==> src/rtl/ctm_regs.svh <==
// Register map, field positions and reset values of the 256 Hz clock timer.
// Assumes a 4-bit CPU data bus and a 16-bit I/O address.
//
// Overview of operation
// - Timer rate is the crystal oscillator divided by 128, giving 256 Hz.
// - Timer clock gate supplies the rate when one, stops it when zero.
// - The core is an 8-bit binary counter stepped by the divided clock.
// - Low nibble holds 128 to 16 Hz bits, high nibble 8 to 1 Hz.
// - Carry passes from low nibble into high nibble as one binary count.
// - Reading the low nibble latches the high nibble for later reads.
// - Count nibbles are read-only, writes ignored, zero after reset.
// - Each rate bit falling edge sets its flag and may request interrupt; here a clear write zeroes the count without setting any flag.
// - Flags set regardless of mask; mask gates only the request.
// - Eight mask bits enable when one; all clear at reset.
// - Run bit one advances, zero stops; readable; clears at reset.
// - Writing one to clear bit zeroes counter; reads as zero always.
// - Stopped counter holds; clear while running restarts from zero.
// - Writing one clears a flag, zero leaves it; flags clear at reset.
`ifndef CTM_REGS_SVH
`define CTM_REGS_SVH

// ----------------------------------------------------------------------
// Register addresses
// ----------------------------------------------------------------------
`define CTM_ADDR_GATES 16'hFF16
`define CTM_ADDR_CTRL 16'hFF40
`define CTM_ADDR_CNT_LO 16'hFF41
`define CTM_ADDR_CNT_HI 16'hFF42
`define CTM_ADDR_MASK_FAST 16'hFFEE
`define CTM_ADDR_MASK_SLOW 16'hFFEF
`define CTM_ADDR_FLAG_FAST 16'hFFFE
`define CTM_ADDR_FLAG_SLOW 16'hFFFF

// ----------------------------------------------------------------------
// Field positions and reset values
// ----------------------------------------------------------------------
`define CTM_RUN_BIT 0
`define CTM_CLR_BIT 1
`define CTM_NIB_RST 4'h0
`define CTM_CNT_RST 8'h00
`define CTM_CNT_ONE 8'h01
`define CTM_DIV_RST 7'h00
`define CTM_DIV_LAST 7'h7F
`define CTM_DIV_STEP 7'h01
`define CTM_CTRL_PAD 3'h0
`define CTM_FLAG_NONE 8'h00

`endif

==> src/rtl/ctm_pkg.sv <==
// Types shared by the clock timer modules.
// Assumes ctm_regs.svh supplies the numeric constants.
package ctm_pkg;

	// CPU I/O access presented in one cycle.
	typedef struct packed {
		logic [15:0] addr;
		logic wr;
		logic rd;
		logic [3:0] wdata;
	} ctm_bus_t;

	// Peripheral clock gate register, bit 3 down to bit 0.
	typedef struct packed {
		logic multiplier;
		logic sound;
		logic stopwatch;
		logic timer;
	} ctm_gates_t;

endpackage : ctm_pkg

==> src/rtl/ctm_prescaler.sv <==
// Divide-by-128 prescaler turning crystal ticks into the 256 Hz enable.
// Assumes osc_tick is a one-cycle pulse per crystal period, synchronous.
`timescale 1ns/1ps
`include "ctm_regs.svh"
module ctm_prescaler
	import ctm_pkg::*;
(
	// Clock and reset.
	input wire logic ref_clk,
	input wire logic rst_n,
	// Crystal tick and gate.
	input wire logic osc_tick,
	input wire logic timer_clock_gate,
	// Divided rate enable.
	output logic rate_tick
);

	logic [6:0] prescale;

	// Prescaler is held at zero while gated off, so a restart gives a
	// full first period instead of a stale partial one.
	always_ff @(posedge ref_clk or negedge rst_n) begin
		if (!rst_n) begin
			prescale <= `CTM_DIV_RST;
		end else if (!timer_clock_gate) begin
			prescale <= `CTM_DIV_RST;
		end else if (osc_tick) begin
			prescale <= prescale + `CTM_DIV_STEP;
		end
	end

	// One pulse on every 128th crystal tick while the gate is open.
	always_ff @(posedge ref_clk or negedge rst_n) begin
		if (!rst_n) begin
			rate_tick <= 1'b0;
		end else begin
			rate_tick <= timer_clock_gate && osc_tick &&
				(prescale == `CTM_DIV_LAST);
		end
	end
endmodule : ctm_prescaler

==> src/rtl/ctm_timer.sv <==
// Clock timer: 8-bit count at 256 Hz, nibble reads with high latch,
// run and clear control, eight per-rate interrupt flags with masks.
// Assumes one CPU access per cycle on bus_req, reads answered next cycle.
`timescale 1ns/1ps
`include "ctm_regs.svh"
module ctm_timer
	import ctm_pkg::*;
(
	// Clock and reset.
	input wire logic ref_clk,
	input wire logic rst_n,
	// Crystal oscillator tick, one cycle per crystal period.
	input wire logic crystal_oscillator,
	// CPU I/O access.
	input wire ctm_bus_t bus_req,
	output logic [3:0] rdata,
	// Interrupt request and neighbour clock gates.
	output logic irq_req,
	output logic multiplier_clock_gate,
	output logic sound_clock_gate,
	output logic stopwatch_clock_gate
);

	// ------------------------------------------------------------------
	// Decode
	// ------------------------------------------------------------------

	// Matches one register address; shared by read and write decode.
	function automatic logic ctm_hit(input logic [15:0] a,
		input logic [15:0] target);
		ctm_hit = (a == target);
	endfunction : ctm_hit

	// Bits that go from one to zero between two count values.
	function automatic logic [7:0] ctm_falls(input logic [7:0] now,
		input logic [7:0] nxt);
		ctm_falls = now & ~nxt;
	endfunction : ctm_falls

	ctm_gates_t gates;
	logic timer_run_bit;
	logic [7:0] count_bits;
	logic [3:0] high_latch;
	logic [7:0] per_rate_irq_masks;
	logic [7:0] per_rate_irq_flags;
	logic rate_tick;
	logic wr_ctrl;
	logic clear_wr;
	logic step;
	logic [7:0] next_count;
	logic [7:0] fall_evt;
	logic [7:0] flag_clr;

	// Write strobes of the control register and the timer clear bit.
	assign wr_ctrl = bus_req.wr && ctm_hit(bus_req.addr, `CTM_ADDR_CTRL);
	assign clear_wr = wr_ctrl && bus_req.wdata[`CTM_CLR_BIT];
	assign step = rate_tick && timer_run_bit;

	// ------------------------------------------------------------------
	// Prescaler
	// ------------------------------------------------------------------

	// The divider stands apart so the gate behaviour can be checked alone.
	ctm_prescaler ctm_prescaler_i (
		.ref_clk(ref_clk),
		.rst_n(rst_n),
		.osc_tick(crystal_oscillator),
		.timer_clock_gate(gates.timer),
		.rate_tick(rate_tick)
	);

	// ------------------------------------------------------------------
	// Counter
	// ------------------------------------------------------------------

	// Clear wins over a coincident step; the count then starts from zero
	// on the next tick if running, or stays zero if stopped.
	always_comb begin
		next_count = count_bits;
		fall_evt = `CTM_FLAG_NONE;
		if (clear_wr) begin
			next_count = `CTM_CNT_RST;
		end else if (step) begin
			next_count = count_bits + `CTM_CNT_ONE;
			fall_evt = ctm_falls(count_bits, next_count);
		end
	end

	// Counter register; bus writes to the count addresses never reach it.
	always_ff @(posedge ref_clk or negedge rst_n) begin
		if (!rst_n) begin
			count_bits <= `CTM_CNT_RST;
		end else begin
			count_bits <= next_count;
		end
	end

	// ------------------------------------------------------------------
	// Control registers
	// ------------------------------------------------------------------

	// Run bit; the clear bit has no storage and so always reads zero.
	always_ff @(posedge ref_clk or negedge rst_n) begin
		if (!rst_n) begin
			timer_run_bit <= 1'b0;
		end else if (wr_ctrl) begin
			timer_run_bit <= bus_req.wdata[`CTM_RUN_BIT];
		end
	end

	// Peripheral clock gates, one bit per neighbouring block, and bit 0 for this timer.
	always_ff @(posedge ref_clk or negedge rst_n) begin
		if (!rst_n) begin
			gates <= ctm_gates_t'(`CTM_NIB_RST);
		end else if (bus_req.wr && ctm_hit(bus_req.addr, `CTM_ADDR_GATES)) begin
			gates <= ctm_gates_t'(bus_req.wdata);
		end
	end

	// Interrupt masks, fast rates in the low half.
	always_ff @(posedge ref_clk or negedge rst_n) begin
		if (!rst_n) begin
			per_rate_irq_masks <= `CTM_CNT_RST;
		end else if (bus_req.wr) begin
			if (ctm_hit(bus_req.addr, `CTM_ADDR_MASK_FAST)) begin
				per_rate_irq_masks[3:0] <= bus_req.wdata;
			end
			if (ctm_hit(bus_req.addr, `CTM_ADDR_MASK_SLOW)) begin
				per_rate_irq_masks[7:4] <= bus_req.wdata;
			end
		end
	end

	// ------------------------------------------------------------------
	// Interrupt flags
	// ------------------------------------------------------------------

	// Write-one-to-clear strobes for the two flag nibbles.
	always_comb begin
		flag_clr = `CTM_FLAG_NONE;
		if (bus_req.wr && ctm_hit(bus_req.addr, `CTM_ADDR_FLAG_FAST)) begin
			flag_clr[3:0] = bus_req.wdata;
		end
		if (bus_req.wr && ctm_hit(bus_req.addr, `CTM_ADDR_FLAG_SLOW)) begin
			flag_clr[7:4] = bus_req.wdata;
		end
	end

	// A new edge beats a clear in the same cycle so no event is lost.
	always_ff @(posedge ref_clk or negedge rst_n) begin
		if (!rst_n) begin
			per_rate_irq_flags <= `CTM_CNT_RST;
		end else begin
			per_rate_irq_flags <= (per_rate_irq_flags & ~flag_clr) |
				fall_evt;
		end
	end

	// Request follows any enabled flag; masks never touch the flags.
	always_ff @(posedge ref_clk or negedge rst_n) begin
		if (!rst_n) begin
			irq_req <= 1'b0;
		end else begin
			irq_req <= |(per_rate_irq_flags & per_rate_irq_masks);
		end
	end

	// ------------------------------------------------------------------
	// Read path
	// ------------------------------------------------------------------

	// High nibble latch; a read of the low nibble snapshots it so that a
	// carry between the two reads cannot tear the value.
	always_ff @(posedge ref_clk or negedge rst_n) begin
		if (!rst_n) begin
			high_latch <= `CTM_NIB_RST;
		end else if (bus_req.rd &&
			ctm_hit(bus_req.addr, `CTM_ADDR_CNT_LO)) begin
			high_latch <= count_bits[7:4];
		end
	end

	// Read data register; unmapped addresses return zero.
	always_ff @(posedge ref_clk or negedge rst_n) begin
		if (!rst_n) begin
			rdata <= `CTM_NIB_RST;
		end else if (bus_req.rd) begin
			case (bus_req.addr)
				`CTM_ADDR_GATES: rdata <= gates;
				`CTM_ADDR_CTRL: rdata <= {`CTM_CTRL_PAD, timer_run_bit};
				`CTM_ADDR_CNT_LO: rdata <= count_bits[3:0];
				`CTM_ADDR_CNT_HI: rdata <= high_latch;
				`CTM_ADDR_MASK_FAST: rdata <= per_rate_irq_masks[3:0];
				`CTM_ADDR_MASK_SLOW: rdata <= per_rate_irq_masks[7:4];
				`CTM_ADDR_FLAG_FAST: rdata <= per_rate_irq_flags[3:0];
				`CTM_ADDR_FLAG_SLOW: rdata <= per_rate_irq_flags[7:4];
				default: rdata <= `CTM_NIB_RST;
			endcase
		end
	end

	// Gate outputs for the neighbouring blocks.
	assign multiplier_clock_gate = gates.multiplier;
	assign sound_clock_gate = gates.sound;
	assign stopwatch_clock_gate = gates.stopwatch;
endmodule : ctm_timer
==> config.mk <==
export PLATFORM = sky130hd
export DESIGN_NAME = ctm_timer
export DESIGN_NICKNAME = d
export VERILOG_FILES = /design/src/rtl/ctm_pkg.sv /design/src/rtl/ctm_prescaler.sv /design/src/rtl/ctm_timer.sv
export VERILOG_INCLUDE_DIRS = /design/src /design/src/rtl
export SDC_FILE = /design/constraint.sdc
export NUM_CORES = 1
export LEC_CHECK = 0
export ABC_AREA = 1
export ABC_CLOCK_PERIOD_IN_PS = 1200
export BUFFER_PORTS_ARGS = -buffer_cell sky130_fd_sc_hd__buf_2
export CAP_MARGIN = 20
export CORE_UTILIZATION = 52
export CTS_CLUSTER_SIZE = 12
export DETAILED_ROUTE_END_ITERATION = 8
export GPL_ROUTABILITY_DRIVEN = 0
export PLACE_DENSITY = 0.77
export SYNTH_ARGS = -nofsm -noshare
export SYNTH_HDL_FRONTEND = slang
export SYNTH_SLANG_ARGS = --single-unit
export TNS_END_PERCENT = 100
==> constraint.sdc <==
create_clock -name ref_clk -period 1.2 [get_ports ref_clk]
set_input_delay 0.12 -clock ref_clk [delete_from_list [all_inputs] [get_ports ref_clk]]
set_output_delay 0.12 -clock ref_clk [all_outputs]
set_load 0.01 [all_outputs]
==> flow_metrics.py <==
metrics = {
    "layout": {
        "layout.area.seq_um2": 1150,
        "instances_no_fill": 469,
        "fin_nets": 434,
        "fillerInstances": 367,
        "num_antenna_cells": 0,
        "synthToLayoutAreaGrowth_pct": 27.7,
        "multi_input_area_um2": 1400,
        "stdcell_area_um2": 3260,
        "layout-drive-gt1-share_pct": 26.6,
    },
    "floorplan": {
        "ios": 33,
        "die-width_um": 72.1,
        "fp.dieH_um": 72.1,
        "die-area_um2": 5190,
        "core_area_um2": 4720,
        "start_util_pct": 54.0,
        "row_count": 25,
    },
    "synth": {
        "synthesis.nets": 372,
        "seq_area_frac_synth_pct": 45.1,
        "synth_compound_area_share_pct": 11.3,
        "synth_simple_gate_area_share_pct": 34.1,
        "synthMuxAreaShare_pct": 0,
        "synth_area_leaders": "dfrtp_1 (45%), nand2_1 (17%), o21ai_0 (6.7%)",
        "yosys.area_share.adder_pct": 3.92,
        "yosys_warnings": 0,
        "synth_top_family_by_area": "simple AND/OR/NAND/NOR gates",
        "yosys.area.top_type": "dfrtp_1",
        "synth-xor-area-share_pct": 0,
        "syn_area_um2": 2550,
        "synth_seq_cells": 46,
        "synthesis.instances": 339,
        "avgSynthCellArea_um2": 7.53,
        "synth_top_area_share_pct": 45.1,
        "ys_types": 28,
    },
    "worst_setup_path": {
        "end_kind": "register",
        "cp.required_ns": 1.40,
        "cp_slowest_cell": "dfrtp_2",
        "reg2reg_to": "count_bits[6]$_DFFE_PN0P_",
        "regToRegSetupSlack_ns": -0.09,
        "reg2reg_from": "count_bits[0]$_DFFE_PN0P_",
        "critPathKind": "register to register",
        "worstRegToRegCells": 6,
        "worstPathCellList": "ha_4 -> nand3_4 -> nor2_2 -> ha_1 -> nand2_1 -> a21oi_2",
        "slowest_delay_ns": 0.47,
        "worstPathMaxFanout": 4,
        "crit_arrival_ns": 1.49,
        "cp-start-kind": "register",
    },
    "grt": {
        "grt_pass1_wl_um": 10000,
        "grt_usage_pct": 25.6,
        "antenna_found_initial": 0,
        "grt_max_degree": 47,
        "overflow": 0,
        "grt_pass1_vias": 2301,
    },
    "power_and_ir_drop": {
        "powerDensity_nw_per_um2": 857,
        "total_leakage_power_nw": 1.59,
        "ir_worst_vdd_mv": 0.509,
    },
    "cts": {
        "cts_tree": "built",
        "path_clk_slew_ns": 0.08,
        "cts.sinks": 46,
        "root_buffer": "clkbuf_8",
        "cts.path.max_buffers": 2,
        "clk_latency_ns": 0.31,
        "cts_inserted_buffers": 5,
        "htreeDepth": 2,
    },
    "timing": {
        "hold_viol_final": 0,
        "setup_slack_ns": -0.0934,
        "fmax_ghz": 0.773,
        "tightest_slew_ns": 0.322,
        "slew_viol_final": 0,
        "setup_viol": 7,
        "grt_setup_unrepaired": "yes",
        "fin_skew_ns": 0.0110,
        "slew-limit-headroom_pct": 78.5,
        "fin_crit_ns": 1.29,
        "fin_crit_sh_pct": 108,
    },
    "outcome": {
        "status": "finished with violations",
        "violations": "negative setup slack",
    },
    "hold_path": {
        "hold_depth": 2,
        "hold_end": "ctm_prescaler_i.prescale[4]$_DFFE_PN0P_",
        "hp-start": "crystal_oscillator",
        "min_path_type": "primary input to register",
    },
    "placed_design": {
        "place_inst": 458,
        "dpl-instance-area_um2": 2990,
        "dpl.hpwl_um": 4480,
        "post-place-ws_ns": -0.140,
        "port_buffers": 32,
    },
    "drt": {
        "dr.first_iter.drc_count": 139,
        "vias": 2492,
        "routed_via_density": 5.31,
        "drt_first_pass_iters": 4,
        "ant_nets": 0,
        "wl_per_cell_um": 14.0,
        "routed_wl_um": 6560,
        "drc": 0,
    },
    "flow_run": {
        "maxCapViolCount": 0,
    },
}
==> critical path: cells and delay by family (launching register included) <==
kind,cells,cell delay [ns]
adders and majority gates,2,0.48
DFF,1,0.47
and+or+nand+nor,3,0.19
AOI/OAI and AO/OA,1,0.05
==> report_power, final <==
group / switching, mW / internal (mW) / total (mW)
registers: 0.000461 / 1.55 / 1.55
logic: 0.114 / 0.0615 / 0.175
clock network: 0.541 / 0.528 / 1.07
==> worst max path at each step <==
stage / start / end / depth (start not counted)
final: count_bits[0]$_DFFE_PN0P_ / count_bits[6]$_DFFE_PN0P_ / 6
after global routing: count_bits[0]$_DFFE_PN0P_ / count_bits[6]$_DFFE_PN0P_ / 6
after CTS: count_bits[0]$_DFFE_PN0P_ / count_bits[7]$_DFFE_PN0P_ / 6
after detailed placement: bus_req[19] / per_rate_irq_flags[2]$_DFF_PN0_ / 8
after global placement: bus_req[8] / per_rate_irq_flags[5]$_DFF_PN0_ / 8
after floorplan: count_bits[0]$_DFFE_PN0P_ / count_bits[6]$_DFFE_PN0P_ / 6
==> per-stage QoR <==
stage	setup TNS, ns	hold WS, ns	utilization, %	power, mW
after floorplan	0	-0.176	-	1.64
after global placement	-0.949	0.118	63.4	1.75
after detailed placement	-2.08	0.120	63.4	1.75
after CTS	-0.153	0.0395	66.6	2.81
after global routing	-0.711	0.0652	69.0	2.88
final	-0.324	0.0547	69.0	2.79
==> layout by cell type, fill, tap and decap left out, types with 5 or more instances in the layout <==
cell      count
nand2_1     116
dfrtp_1      43
buf_2        32
nor2_1       31
inv_1        30
o21ai_0      30
buf_4        23
nand3_1      19
a21oi_1       7
clkbuf_8      7
nor2_2        6
nor2_4        5
nand2_2       5
==> cell type report <==
type,count,area share [%]
clock buffers,7,2.95
clock inverters,1,0.269
inverters,31,3.57
multi-input cells,258,42.9
flip-flops and latches,46,35.4
well taps,67,2.57
repair buffers,59,12.4
==> state kept, by name (all words and copies together), names as in the netlist <==
name and count:
count_bits 8, ctm_prescaler_i.prescale 7, ctm_prescaler_i.rate_tick 1, gates 1, high_latch 4, irq_req 1, multiplier_clock_gate 1, per_rate_irq_flags 8
per_rate_irq_masks 8, rdata 4, sound_clock_gate 1, stopwatch_clock_gate 1, timer_run_bit 1
==> routing by layer <==
| layer | vias up | GRT usage, % | share of wire (%) |
|---|---|---|---|
| met5 | - | 0 | 0 |
| met4 | 0 | 15.3 | 3.3 |
| met3 | 20 | 3.47 | 2.9 |
| met2 | 79 | 44.0 | 51 |
| met1 | 1176 | 30.5 | 43 |
| li1 | 1217 | - | - |
==> logic make-up after synthesis <==
family,count (synthesis)
flip-flops,46
adder cells (fa/ha/maj),8
AND/OR/NAND/NOR,198
buffers and inverters,35
AO/OA/AOI/OAI,52
==> Yosys cell counts <==
master,instances
clkbuf_1,1
nor2_4,2
dfrtp_1,46
ha_1,8
nor3_4,1
inv_1,31
nor2_2,4
a21oi_2,1
buf_6,1
o21ai_2,2
a21oi_1,10
nand2_2,3
a211oi_1,1
nor3b_2,1
o21ai_0,34
and3_1,2
buf_4,1
nor4_4,1
nand4_1,2
a221oi_1,2
nand3_2,2
nor3_1,3
buf_2,1
a22o_1,1
nand2_1,118
nor2_1,36
o31ai_1,1
nand3_1,23
==> repair_timing <==
| action | 4_1_cts | 5_1_grt |
|---|---|---|
| endpoints found under the hold margin | 46 | 0 |
| pin swaps | 10 | 13 |
| cloned | 0 | 0 |
| buffers inserted | 2 | 0 |
| gates resized for setup | 7 | 26 |
| setup endpoints to repair | 6 | 16 |
| hold buffers | 1 | 0 |
Power figures use the tool's default switching activity.
